`src/common/bmc_pkg.sv`:
```
// Constants, register layout and state encoding for the external bus mode controller.
package bmc_pkg;

    // Register offsets on the APB (byte addresses).
    localparam int          PADDR_W  = 12;
    localparam logic [11:0] OFS_MODE = 12'h000;
    localparam logic [11:0] OFS_CTRL = 12'h004;
    localparam logic [11:0] OFS_STAT = 12'h008;

    // Bus mode register layout and reset value.
    localparam logic [7:0] MODE_RESET      = 8'hd3;
    localparam int         MODE_IDLE_INSERT_SELECT_BIT   = 6;
    localparam int         MODE_BROM_BIT   = 5;
    localparam int         MODE_BSTATE_BIT = 4;
    localparam int         MODE_BLEN_BIT   = 3;
    localparam int         MODE_IOSR_HI    = 1;
    localparam int         MODE_IOSR_LO    = 0;

    // Control register layout and reset value.
    localparam logic [7:0] CTRL_RESET    = 8'h00;
    localparam int         CTRL_MUX_BIT  = 0;
    localparam int         CTRL_IO_STROBE_ENABLE_BIT = 1;
    localparam int         CTRL_A256_BIT = 2;
    localparam int         CTRL_CP_BIT   = 3;

    // External area bounds.
    localparam logic [23:0] A256_BASE     = 24'hf80000;
    localparam logic [23:0] A256_LAST     = 24'hfbffff;
    localparam logic [23:0] A256_MUX_LAST = 24'hf8ffff;
    localparam logic [23:0] CP_BASE       = 24'hffc000;
    localparam logic [23:0] CP_LAST       = 24'hffdfff;
    localparam logic [23:0] IOS_BASE      = 24'hfff000;

    // Offset of the last I/O strobe byte for each range code.
    localparam logic [10:0] IOS_SPAN_0 = 11'h07f;
    localparam logic [10:0] IOS_SPAN_1 = 11'h0ff;
    localparam logic [10:0] IOS_SPAN_2 = 11'h3ff;
    localparam logic [10:0] IOS_SPAN_3 = 11'h7ff;

    // State counts of the bus cycles and word limits of a burst.
    localparam logic [3:0] IDLE_STATES     = 4'h1;
    localparam logic [3:0] BASIC_STATES    = 4'h2;
    localparam logic [3:0] BURST_SHORT     = 4'h1;
    localparam logic [3:0] BURST_LONG      = 4'h2;
    localparam logic [3:0] BURST_MAX_SHORT = 4'h4;
    localparam logic [3:0] BURST_MAX_LONG  = 4'h8;

    typedef enum logic [1:0] {ST_IDLE, ST_GAP, ST_FIRST, ST_BURST} bmc_state_e;

endpackage

```
`src/core/bmc_area_decode.sv`:
```
// Address decoder for the 256-kbyte, CP and I/O strobe areas.
`timescale 1ns/1ps
`default_nettype none
module bmc_area_decode
    import bmc_pkg::*;
(
    input  wire logic [23:0] addr,
    input  wire logic        mux_mode,
    input  wire logic        io_strobe_enable,
    input  wire logic        a256_en,
    input  wire logic        cp_en,
    input  wire logic [1:0]  ios_range,
    output logic             in_ios,
    output logic             in_a256,
    output logic             in_cp,
    output logic             burst_excl
);
    logic [10:0] span;

    // Range code to span; the encoding is held as package constants.
    always_comb begin
        unique case (ios_range)
            2'b00:   span = IOS_SPAN_0;
            2'b01:   span = IOS_SPAN_1;
            2'b10:   span = IOS_SPAN_2;
            2'b11:   span = IOS_SPAN_3;
        endcase
    end

    // The 256-kbyte area shrinks to 64 kbytes in multiplex mode.
    assign in_a256 = addr >= A256_BASE && addr <= (mux_mode ? A256_MUX_LAST : A256_LAST);
    assign in_cp   = addr >= CP_BASE && addr <= CP_LAST;
    assign in_ios  = io_strobe_enable && addr[23:11] == IOS_BASE[23:11] && addr[10:0] <= span;
    // Enabled 256-kbyte and CP areas never run burst timing.
    assign burst_excl = (a256_en && in_a256) || (cp_en && in_cp);
endmodule
`default_nettype wire

```
`src/core/bmc_state_timer.sv`:
```
// Down counter that marks the last state of a bus phase.
`timescale 1ns/1ps
`default_nettype none
module bmc_state_timer #(
    parameter int W = 4
) (
    input  wire logic         pclk,
    input  wire logic         presetn,
    input  wire logic         load,
    input  wire logic [W-1:0] load_val,
    output logic              last
);
    logic [W-1:0] cnt_r;

    generate
        if (W < 2) begin : g_bad
            $error("bmc_state_timer needs at least two bits");
        end
    endgenerate

    // Loaded with the state count on entry, counts down to zero and holds; last marks a count of one.
    always_ff @(posedge pclk or negedge presetn) begin
        if (!presetn) begin
            cnt_r <= '0;
        end else if (load) begin
            cnt_r <= load_val;
        end else if (cnt_r != '0) begin
            cnt_r <= cnt_r - 1'b1;
        end
    end

    assign last = cnt_r == W'(1);
endmodule
`default_nettype wire

```
`src/core/bmc_ctrl.sv`:
```
// External bus mode controller: APB registers and external cycle sequencer.
//
// Decided for this implementation: the APB interface to the registers and the register offsets.
`timescale 1ns/1ps
`default_nettype none
// Notes on behaviour
// - Optional single idle state between read and write.
// - Mode bit picks basic or burst interface.
// - Enabled 256k and CP areas never burst.
// - Burst cycle lasts one or two states.
// - Burst limited to four or eight words.
// - Burst controls ignored in multiplex mode.
// - Two low bits select I/O strobe range.
// - Control bit selects normal or multiplex mode.
// - I/O strobe asserted inside enabled strobe area.
module bmc_ctrl
    import bmc_pkg::*;
#(
    parameter int DATA_W  = 16,
    parameter int WORDS_W = 4
) (
    input  wire logic               pclk,
    input  wire logic               presetn,
    input  wire logic               psel,
    input  wire logic               penable,
    input  wire logic               pwrite,
    input  wire logic [PADDR_W-1:0] paddr,
    input  wire logic [31:0]        pwdata,
    output logic [31:0]             prdata,
    output logic                    pready,
    output logic                    pslverr,
    input  wire logic               req_valid,
    output logic                    req_ready,
    input  wire logic               req_write,
    input  wire logic [23:0]        req_addr,
    input  wire logic [DATA_W-1:0]  req_wdata,
    input  wire logic [WORDS_W-1:0] req_words,
    output logic                    rsp_valid,
    output logic                    rsp_last,
    output logic [DATA_W-1:0]       rsp_rdata,
    output logic [23:0]             ext_addr,
    output logic [DATA_W-1:0]       ext_dout,
    output logic                    ext_dout_oe,
    input  wire logic [DATA_W-1:0]  ext_din,
    output logic                    ext_rd_n,
    output logic                    ext_wr_n,
    output logic                    ext_ios_n,
    output logic                    ext_cs256_n,
    output logic                    ext_cpcs_n,
    output logic                    ext_mux_mode,
    output logic                    ext_idle
);
    logic [7:0]         mode_r;
    logic [7:0]         ctrl_r;
    logic [31:0]        prdata_r;
    logic               pslverr_r;
    bmc_state_e         state_r;
    bmc_state_e         state_nxt;
    logic [WORDS_W-1:0] words_left_r;
    logic [WORDS_W-1:0] max_words_r;
    logic               cur_write_r;
    logic               cur_mux_r;
    logic               bstate_r;
    logic               cs_ios_r;
    logic               cs_a256_r;
    logic               cs_cp_r;
    logic [23:0]        ext_addr_r;
    logic [DATA_W-1:0]  ext_dout_r;
    logic               rsp_valid_r;
    logic               rsp_last_r;
    logic [DATA_W-1:0]  rsp_rdata_r;
    logic               in_ios;
    logic               in_a256;
    logic               in_cp;
    logic               burst_excl;
    logic               tmr_last;
    logic               tmr_load;
    logic [3:0]         tmr_val;
    logic               accept;
    logic               active;
    logic               word_done;
    logic               last_cycle;
    logic               need_gap;
    logic               burst_ok;
    logic [WORDS_W-1:0] words_req;
    logic [WORDS_W-1:0] words_cap;
    logic [WORDS_W-1:0] words_new;
    logic               apb_setup;
    logic               apb_wr;
    logic [7:0]         stat_w;

    generate
        if (DATA_W != 8 && DATA_W != 16) begin : g_bad_data
            $error("bmc_ctrl supports 8 or 16 bit external data");
        end
        if (WORDS_W < 4) begin : g_bad_words
            $error("bmc_ctrl needs a word count of at least four bits");
        end
    endgenerate

    // APB: zero-wait slave; read data and error are captured in the setup cycle.
    assign apb_setup = psel && !penable;
    assign apb_wr    = psel && penable && pwrite;
    assign pready    = 1'b1;
    assign prdata    = prdata_r;
    assign pslverr   = pslverr_r;
    assign stat_w    = {words_left_r[3:0], cur_mux_r, state_r == ST_BURST, state_r == ST_GAP, active};

    always_ff @(posedge pclk or negedge presetn) begin
        if (!presetn) begin
            prdata_r  <= 32'h0000_0000;
            pslverr_r <= 1'b0;
        end else if (apb_setup) begin
            pslverr_r <= !(paddr == OFS_MODE || paddr == OFS_CTRL || paddr == OFS_STAT);
            unique case (paddr)
                OFS_MODE: prdata_r <= {24'h000000, mode_r};
                OFS_CTRL: prdata_r <= {24'h000000, ctrl_r};
                OFS_STAT: prdata_r <= {24'h000000, stat_w};
                default:  prdata_r <= 32'h0000_0000;
            endcase
        end
    end

    // Register writes; reserved mode bits are stored as written and kept by software, control bits 7:4 are stored as zero.
    always_ff @(posedge pclk or negedge presetn) begin
        if (!presetn) begin
            mode_r <= MODE_RESET;
            ctrl_r <= CTRL_RESET;
        end else if (apb_wr) begin
            if (paddr == OFS_MODE) begin
                mode_r <= pwdata[7:0];
            end
            if (paddr == OFS_CTRL) begin
                ctrl_r <= {4'h0, pwdata[3:0]};
            end
        end
    end

    bmc_area_decode u_decode (
        .addr       (req_addr),
        .mux_mode   (ctrl_r[CTRL_MUX_BIT]),
        .io_strobe_enable       (ctrl_r[CTRL_IO_STROBE_ENABLE_BIT]),
        .a256_en    (ctrl_r[CTRL_A256_BIT]),
        .cp_en      (ctrl_r[CTRL_CP_BIT]),
        .ios_range  (mode_r[MODE_IOSR_HI:MODE_IOSR_LO]),
        .in_ios     (in_ios),
        .in_a256    (in_a256),
        .in_cp      (in_cp),
        .burst_excl (burst_excl)
    );

    bmc_state_timer #(.W(4)) u_timer (
        .pclk     (pclk),
        .presetn  (presetn),
        .load     (tmr_load),
        .load_val (tmr_val),
        .last     (tmr_last)
    );

    // Sequencing terms; a new request may be taken in the last state of the final word of a transfer.
    assign active     = state_r == ST_FIRST || state_r == ST_BURST;
    assign word_done  = active && tmr_last;
    assign last_cycle = word_done && words_left_r == WORDS_W'(1);
    assign req_ready  = state_r == ST_IDLE || last_cycle;
    assign accept     = req_valid && req_ready;
    assign need_gap   = last_cycle && !cur_write_r && req_write && mode_r[MODE_IDLE_INSERT_SELECT_BIT];

    // Burst only for reads in normal mode with burst ROM selected.
    assign burst_ok  = mode_r[MODE_BROM_BIT] && !ctrl_r[CTRL_MUX_BIT] && !burst_excl && !req_write;
    assign words_cap = mode_r[MODE_BLEN_BIT] ? WORDS_W'(BURST_MAX_LONG) : WORDS_W'(BURST_MAX_SHORT);
    assign words_req = (req_words == '0) ? WORDS_W'(1) : req_words;
    assign words_new = !burst_ok ? WORDS_W'(1) : (words_req > words_cap ? words_cap : words_req);

    // Next state and timer load.
    always_comb begin
        state_nxt = state_r;
        tmr_load  = 1'b0;
        tmr_val   = BASIC_STATES;
        if (accept) begin
            state_nxt = need_gap ? ST_GAP : ST_FIRST;
            tmr_load  = 1'b1;
            tmr_val   = need_gap ? IDLE_STATES : BASIC_STATES;
        end else if (state_r == ST_GAP && tmr_last) begin
            state_nxt = ST_FIRST;
            tmr_load  = 1'b1;
        end else if (last_cycle) begin
            state_nxt = ST_IDLE;
        end else if (word_done) begin
            state_nxt = ST_BURST;
            tmr_load  = 1'b1;
            tmr_val   = bstate_r ? BURST_LONG : BURST_SHORT;
        end
    end

    always_ff @(posedge pclk or negedge presetn) begin
        if (!presetn) begin
            state_r <= ST_IDLE;
        end else begin
            state_r <= state_nxt;
        end
    end

    // Per-transfer attributes latched when the request is taken.
    always_ff @(posedge pclk or negedge presetn) begin
        if (!presetn) begin
            cur_write_r <= 1'b0;
            cur_mux_r   <= 1'b0;
            bstate_r    <= 1'b0;
            max_words_r <= WORDS_W'(1);
            cs_ios_r    <= 1'b0;
            cs_a256_r   <= 1'b0;
            cs_cp_r     <= 1'b0;
        end else if (accept) begin
            cur_write_r <= req_write;
            cur_mux_r   <= ctrl_r[CTRL_MUX_BIT];
            bstate_r    <= mode_r[MODE_BSTATE_BIT];
            max_words_r <= words_cap;
            cs_ios_r    <= in_ios;
            cs_a256_r   <= in_a256 && ctrl_r[CTRL_A256_BIT];
            cs_cp_r     <= in_cp && ctrl_r[CTRL_CP_BIT];
        end
    end

    // Word count and address; burst words step by the bus width.
    always_ff @(posedge pclk or negedge presetn) begin
        if (!presetn) begin
            words_left_r <= '0;
            ext_addr_r   <= 24'h000000;
            ext_dout_r   <= '0;
        end else if (accept) begin
            words_left_r <= words_new;
            ext_addr_r   <= req_addr;
            ext_dout_r   <= req_wdata;
        end else if (word_done && !last_cycle) begin
            words_left_r <= words_left_r - WORDS_W'(1);
            ext_addr_r   <= ext_addr_r + 24'(DATA_W / 8);
        end else if (last_cycle) begin
            words_left_r <= '0;
        end
    end

    // Read data handed back once per completed word.
    always_ff @(posedge pclk or negedge presetn) begin
        if (!presetn) begin
            rsp_valid_r <= 1'b0;
            rsp_last_r  <= 1'b0;
            rsp_rdata_r <= '0;
        end else begin
            rsp_valid_r <= word_done;
            rsp_last_r  <= last_cycle;
            if (word_done && !cur_write_r) begin
                rsp_rdata_r <= ext_din;
            end
        end
    end

    // External strobes follow the sequencer state.
    assign rsp_valid    = rsp_valid_r;
    assign rsp_last     = rsp_last_r;
    assign rsp_rdata    = rsp_rdata_r;
    assign ext_addr     = ext_addr_r;
    assign ext_dout     = ext_dout_r;
    assign ext_dout_oe  = state_r == ST_FIRST && cur_write_r;
    assign ext_rd_n     = !(active && !cur_write_r);
    assign ext_wr_n     = !(state_r == ST_FIRST && cur_write_r);
    assign ext_ios_n    = !(active && cs_ios_r);
    assign ext_cs256_n  = !(active && cs_a256_r);
    assign ext_cpcs_n   = !(active && cs_cp_r);
    assign ext_mux_mode = ctrl_r[CTRL_MUX_BIT];
    assign ext_idle     = state_r == ST_GAP;
endmodule
`default_nettype wire

```
`config.mk`:
```
export PLATFORM = sky130hd
export DESIGN_NAME = bmc_ctrl
export DESIGN_NICKNAME = d
export VERILOG_FILES = /design/src/common/bmc_pkg.sv /design/src/core/bmc_area_decode.sv /design/src/core/bmc_state_timer.sv /design/src/core/bmc_ctrl.sv
export SDC_FILE = /design/constraint.sdc
export NUM_CORES = 1
export LEC_CHECK = 0
export ABC_AREA = 1
export BUFFER_PORTS_ARGS = -buffer_cell sky130_fd_sc_hd__buf_2
export CAP_MARGIN = 30
export CORE_MARGIN = 2
export CORE_UTILIZATION = 51
export CTS_BUF_LIST = sky130_fd_sc_hd__clkbuf_8
export CTS_CLUSTER_SIZE = 24
export DETAILED_ROUTE_END_ITERATION = 8
export PLACE_DENSITY = 0.95
export SYNTH_ARGS = -nofsm -noshare
export SYNTH_HDL_FRONTEND = slang
export SYNTH_HIERARCHICAL = 1
export SYNTH_SLANG_ARGS = --single-unit
```
`constraint.sdc`:
```
create_clock -name pclk -period 2.61 [get_ports pclk]
set_input_delay 0.261 -clock pclk [delete_from_list [all_inputs] [get_ports pclk]]
set_output_delay 0.261 -clock pclk [all_outputs]
set_load 0.01 [all_outputs]
```
==> out/metrics.yaml, run 1 <==
sta:
  drv_slew: 0
  tightest_slew_ns: 0.620
  skew_ns: 0.0118
  rsz0062_at_grt: "no"
  fin_crit_sh_pct: 85.5
  hold_violations: 0
  max_slew_margin_pct: 58.7
  tns_ns: 0
  fmax_ghz: 0.448
  setup_violations: 0
  period_minus_slack_ns: 2.23
  setup_ws_ns: 0.380
clocking:
  cts_sinks: 95
  clk_pin_slew_worst_paths_ns: 0.10
  cts_tree: "yes"
  post_cts_buffers: 0
  worst_skew_pair.late_latency_ns: 0.37
  hold_buffers: 1
  clockBufferDepth: 2
  cts_made_buffers: 9
  htreeDepth: 3
  cts-root-buf: "clkbuf_8"
  post_cts_resized: 0
place:
  dp_hpwl_um: 10700
  placed_area_um2: 6380
  dp_slack_ns: 0.412
  io_buffers: 162
  gp_congestion: 0.885
worst_setup_path:
  required_ns: 2.87
  worstPathMaxFanout: 14
  cp.arrival_ns: 2.49
  endpoint_kind: "flip-flop"
  endpoint: "u_timer/cnt_r[2]"
  ff2ff_setup_slack_ns: 0.38
  crit_type: "reg2reg"
  timing.rr.end: "u_timer/cnt_r[2]"
  start_kind: "flip-flop"
  worst_r2r_startpoint: "u_timer/cnt_r[0]"
  critPathLaunch: "u_timer/cnt_r[0]"
  reg2regPathDepth: 12
cells_and_area:
  drive_gt1_share_pct: 26.0
  diodes: 0
  final_nets: 1015
  areaGrowthSynthToFinish_pct: 19.0
  stdcell_area_um2: 6610
power_and_ir_drop:
  switching_share_pct: 40.8
  p_sw_mw: 2.41
  sequentialPowerShare_pct: 41.8
  vdd_drop_max_uv: 396
  p_leak_nw: 3.55
  intPower_mw: 3.49
  combPwrFrac_pct: 40.4
  p_clk_share_pct: 17.8
  pwr_density_cell_nw_per_um2: 893
synth:
  synthTopCellsByCount: "nand2_1, dfrtp_1, nand3_1"
  syn_avg_cell_area_um2: 7.65
  synth_cells: 725
  ys_warn_count: 6
  async_flop_share_pct: 100
  dominantRegCellSynth: "dfrtp_1"
  synth_top_cell_area_share_pct: 40.6
  synth.largest_area_cell: "dfrtp_1"
  ys_types: 45
  synth_most_common_cell: "nand2_1"
  syn_area_um2: 5550
  synthTopCellsByArea: "dfrtp_1, nand2_1, nand3_1, inv_1, buf_4"
  ys_seq_elements: 95
  yosysSeqAreaShare_pct: 43.0
  synth_edf_count: 0
min_path:
  hp-class: "in2reg"
  hp-start: "req_wdata[2]"
floorplanning:
  die_area_um2: 11700
  die_h_um: 108
  die_x_um: 108
  ios: 212
  rows: 38
  floorplan.initialDensity_pct: 51.6
  coreArea_um2: 10700
route:
  dr.pass1.iters: 5
  vias: 5299
  drt_wl_total_um: 14100
  drtIter0Drc: 333
  drcViolationCount: 0
  ant_nets: 0
  viasPerCell: 5.12
  wl_per_cell_um: 13.6
job:
  cap_violations: 0
global_routing:
  overflow: 0
  grt_util_all_layers_pct: 24.6
  grt_pass1_vias: 4916
  antenna_found_initial: 0
  grt_start_max_net_pins: 48
  grt_pass1_wl_um: 22800
status:
  outcome: "finished clean"
## registers in the layout (all words and copies together), names as in the netlist
signal and count:
cur_mux_r 1, prdata 8, bstate_r 1, rsp_last 1, ext_addr 24, state_r 2
ctrl_r 4, cs_cp_r 1, pslverr 1, words_left_r 4, mode_r 8, cs_ios_r 1
cs_a256_r 1, u_timer/cnt_r 4, cur_write_r 1, rsp_rdata 16, ext_dout 16, rsp_valid 1
## cell usage in the layout (no fill, tap or decap), types with 2 or more instances in the layout
cell type   netlist  final
o21ai_1           7      7
conb_1            2     27
nor2_4            2      2
nand2_1         245    245
clkinvlp_4        0      2
nor2_2            4      4
inv_2             3      3
a21oi_1           7      7
nand4_1           4      4
nand3_4           2      2
xor2_1            4      4
o211ai_1          5      5
dfrtp_1          90     90
o21a_1            3      3
buf_4            30     11
o21ai_0          25     25
o21bai_1          4      4
dfstp_2           5      5
nand3_1          86     86
inv_8             0      2
ha_1             14     14
nor3_1            4      4
nor2_1           59     59
buf_2             7    161
mux2_2           16     16
clkbuf_8          0     10
inv_1            65     65
xnor2_1           4      4
nand2_2           3      3
and2_1            3      3
## worst max-delay path, cell delays in order (launching register included)
cell      delay (ns)
dfrtp_1         0.43
ha_1            0.21
inv_1           0.05
nor2_1          0.08
nand2_4         0.11
inv_4           0.06
nand2_2         0.11
inv_2           0.06
nor2_4          0.32
nand2_1         0.24
inv_2           0.15
nand3_4         0.11
a21boi_2        0.18
## power by group through the flow
stage / clock [mW] / combinational [mW] / sequential (mW)
floorplan: 0 / 1.39 / 2.60
global placement: 0 / 2.28 / 2.45
detailed placement: 0 / 2.38 / 2.49
CTS: 1.06 / 2.39 / 2.46
global route: 1.14 / 2.68 / 2.54
finish: 1.05 / 2.38 / 2.47
## worst min path at each step
| stage | to | slack, ns | depth (start not counted) |
|---|---|---|---|
| 4_1_cts | ext_dout[2] | 0.06 | 3 |
| 2_1_floorplan | bstate_r | -0.03 | 0 |
| 3_5_place_dp | ext_addr[8] | 0.30 | 1 |
| 6_report | ext_dout[2] | 0.08 | 3 |
| 3_3_place_gp | ext_addr[8] | 0.31 | 1 |
| 5_1_grt | ext_dout[2] | 0.07 | 3 |
## cell families (layout without fill, tap and decap cells)
family	after synthesis	in the layout	share of synthesized area, %
and+or+nand+nor	418	418	32.2
buffers and inverters	114	259	10.6
DFF	95	95	43.0
AOI/OAI and AO/OA	58	58	6.43
muxes	16	16	3.25
adders and majority gates	14	14	3.16
xor gates and xnor gates	8	8	1.26
other	2	27	0.135
## layout make-up
| cell class | count | area [um2] |
|---|---|---|
| repair buffers | 173 | 898 |
| multi-input cells | 541 | 2670 |
| inverters | 70 | 265 |
| clock buffers | 10 | 138 |
| fillers | 947 | 4140 |
| flip-flops and latches | 95 | 2380 |
| clock inverters | 6 | 76.3 |
| well taps | 140 | 175 |
## metal layers
layer | vias up | global-route usage [%] | part of all wire [%]
met4 | 0 | 9.07 | 2.3
met5 | - | 0 | 0
met3 | 29 | 4.52 | 7.8
met2 | 236 | 41.2 | 49
li1 | 2579 | - | -
met1 | 2455 | 31.8 | 41
## stage by stage
step | total power, mW | std cells | hold slack [ns] | util (%)
finish | 5.90 | 1035 | 0.0757 | 61.5
global route | 6.36 | 1035 | 0.0713 | 61.5
CTS | 5.91 | 1035 | 0.0623 | 61.5
detailed placement | 4.86 | 1018 | 0.304 | 59.4
global placement | 4.73 | 1018 | 0.309 | 59.4
floorplan | 3.99 | 750 | -0.0346 | -
Power figures use the tool's default switching activity.
==> run 2, diff against run 1 <==
- ABC_AREA: 1 -> default
- CORE_UTILIZATION: 51 -> 50
- CTS_BUF_LIST: sky130_fd_sc_hd__clkbuf_8 -> sky130_fd_sc_hd__clkbuf_2
==> run 2 against run 1 <==
  * Global-route usage increased by 2.3 points
  * Sequential share of layout area is 0.85 points lower
  * Critical path depth decreased by 5
  * Clock skew grew 0.028 ns
  * Non-clock buffer count rose by 69
  * Setup slack got worse by 0.15 ns
  * Core utilization is 7.7 points higher
  * Critical path type is now reg2out
  * Critical endpoint is now req_ready
  * Largest cell class unchanged
  * Highest routed layer unchanged
==> out/metrics.yaml, run 2 <==
status:
  outcome: "finished clean"
worst_setup_path:
  cp.arrival_ns: 2.12  # -0.37 ns
  worst_r2r_startpoint: "u_timer/cnt_r[1]"
  reg2regPathDepth: 10  # -2
  required_ns: 2.35  # -0.52 ns
  crit_type: "reg2out"
  worstPathMaxFanout: 6  # -8
  endpoint_kind: "output port"
  critPathLaunch: "u_timer/cnt_r[1]"
  start_kind: "flip-flop"
global_routing:
  use_met3_pct: 5.99  # +1.5 points
  grt_pass1_vias: 4971  # +1.1%
  overflow: 0  # unchanged
  grt_start_max_net_pins: 50  # +4.2%
  grt_util_all_layers_pct: 26.9  # +2.3 points
  grt-busiest-layer: "met2"
  use_met2_pct: 47.0  # +5.8 points
  grt_pass1_wl_um: 23800  # +4.5%
  antenna_found_initial: 1  # +1
  use_met1_pct: 32.7  # +0.88 points
cells_and_area:
  areaGrowthSynthToFinish_pct: 33.9
  final_nets: 883  # -13%
  stdcell_area_um2: 6770  # +2.4%
  drive_gt1_share_pct: 31.7  # +5.7 points
  final_cell_mix: "buf_2, nand2_1, dfrtp_1"
  utilization_pct: 69.2  # +7.7 points
  largest_reg_flops: 24  # unchanged
  final_common_cell: "buf_2"
sta:
  fin_crit_sh_pct: 91.2  # +5.8 points
  skew_ns: 0.0402  # +0.0284 ns
  drv_slew: 0  # unchanged
  hold_violations: 0  # unchanged
  rsz0062_at_grt: "no"
  tns_ns: 0  # unchanged
  max_slew_margin_pct: 56.1  # -2.6 points
  setup_violations: 0  # unchanged
  period_minus_slack_ns: 2.38  # +0.150 ns
  fmax_ghz: 0.420  # -6.3%
  tightest_slew_ns: 0.656  # +0.0367 ns
  worst_hold_slack_ns: 0.0281  # -0.0476 ns
place:
  gp_congestion: 0.952  # +7.7%
  io_buffers: 162  # unchanged
  dp_hpwl_um: 9600  # -10%
  placed_area_um2: 5960  # -6.5%
clocking:
  htreeDepth: 3  # unchanged
  clk_pin_slew_worst_paths_ns: 0.25  # +0.15 ns
  cts_sinks: 95  # unchanged
  clockBufferDepth: 2  # unchanged
  cts_made_buffers: 9  # unchanged
  cts_tree: "yes"
  worst_skew_pair.late_latency_ns: 0.56  # +0.19 ns
  cts-root-buf: "clkbuf_2"
route:
  drtIter0Drc: 402  # +21%
  dr.pass1.iters: 5  # unchanged
  drt_wl_total_um: 14400  # +2.5%
  ant_nets: 0  # unchanged
  drcViolationCount: 0  # unchanged
  vias: 4831  # -8.8%
  wl_per_cell_um: 16.1  # +18%
  viasPerCell: 5.39  # +5.2%
synth:
  synthTopCellsByCount: "nand2_1, dfrtp_1, o21ai_0"
  syn_area_um2: 5050  # -8.9%
  yosysSeqAreaShare_pct: 47.2  # +4.2 points
  synth_cells: 527  # -27%
  synth_edf_count: 0  # unchanged
  syn_avg_cell_area_um2: 9.59  # +25%
  synth.largest_area_cell: "dfrtp_1"
  async_flop_share_pct: 100  # unchanged
  ys_warn_count: 6  # unchanged
  dominantRegCellSynth: "dfrtp_1"
  ys_seq_elements: 95  # unchanged
  ys_types: 58  # +29%
  synthTopCellsByArea: "dfrtp_1, nand2_1, mux2_2, buf_4, ha_1"
  synth_top_cell_area_share_pct: 44.6  # +4.0 points
  synth_most_common_cell: "nand2_1"
floorplanning:
  coreArea_um2: 9770  # -9.0%
  die_area_um2: 10900  # -6.8%
  die_h_um: 105  # -3.5%
  rows: 36  # -5.3%
  ios: 212  # unchanged
  floorplan.initialDensity_pct: 51.7  # +0.061 points
  die_x_um: 105  # -3.5%
power_and_ir_drop:
  p_leak_nw: 3.34  # -5.9%
  pwr_density_cell_nw_per_um2: 799  # -11%
  power_mw: 5.41  # -8.3%
  vdd_drop_max_uv: 507  # +28%
job:
  cap_violations: 0  # unchanged
min_path:
  whs_path_depth: 4  # +1
  hp-start: "req_addr[18]"
  hp-class: "in2reg"
## run 2: final timing paths
check                      slack [ns]            to
setup reg to reg                 0.37  ext_addr[18]
setup / recovery                 0.23     req_ready
min in group asynchronous        0.22  ext_addr[14]
max in group asynchronous        1.65     mode_r[4]
hold / removal                   0.03     cs_a256_r
hold reg to reg                  0.50   ext_dout[1]
## run 2: power by group
group,internal [mW],switching (mW)
logic,1.00,1.15
registers,1.97,0.470
clock network,0.328,0.486
## run 2: cell type report
cell class | instances | area (um2)
multi-input cells | 396 | 2440
well taps | 133 | 166
diodes | 1 | 2.50
flip-flops and latches | 95 | 2380
repair buffers | 242 | 1590
clock buffers | 12 | 60.1
clock inverters | 4 | 72.6
fillers | 748 | 3010
inverters | 14 | 52.6
## run 2: layer usage
layer  vias to the layer above  wire, um  part of all wire, %
met1                      2282      5700                   39
met2                       264      7210                   50
li1                       2247         -                    -
met5                         -         0                    0
met3                        38      1200                  8.3
met4                         0       323                  2.2
## run 2: repair_timing
item | 4_1_cts | 5_1_grt
gates resized for setup | 0 | 1
buffers inserted | 0 | 0
hold endpoints to repair | 115 | 0
setup endpoints to repair | 0 | 1
hold buffers | 66 | 0
## run 2: critical path, cell delays in order (launching register included)
cell and delay (ns):
dfrtp_1 0.44, inv_1 0.12, ha_1 0.17, nor3b_1 0.28, nand2_1 0.11, buf_4 0.17, o22ai_1 0.13, buf_2 0.16
## run 2: cell families after synthesis
group,count (synthesis),share of synthesized area (%)
xor+xnor,15,2.60
flops,95,47.2
compound gates,86,10.8
other cells,2,0.149
fa+ha+maj,14,3.47
buf+inv,61,6.68
simple gates,217,21.0
mux,37,8.05
## run 2: through the flow
stage | setup WS (ns) | instances
5_1_grt | 0.0284 | 897
3_3_place_gp | 0.379 | 814
6_report | 0.229 | 897
4_1_cts | 0.188 | 896
3_5_place_dp | 0.339 | 814
2_1_floorplan | 0.229 | 552
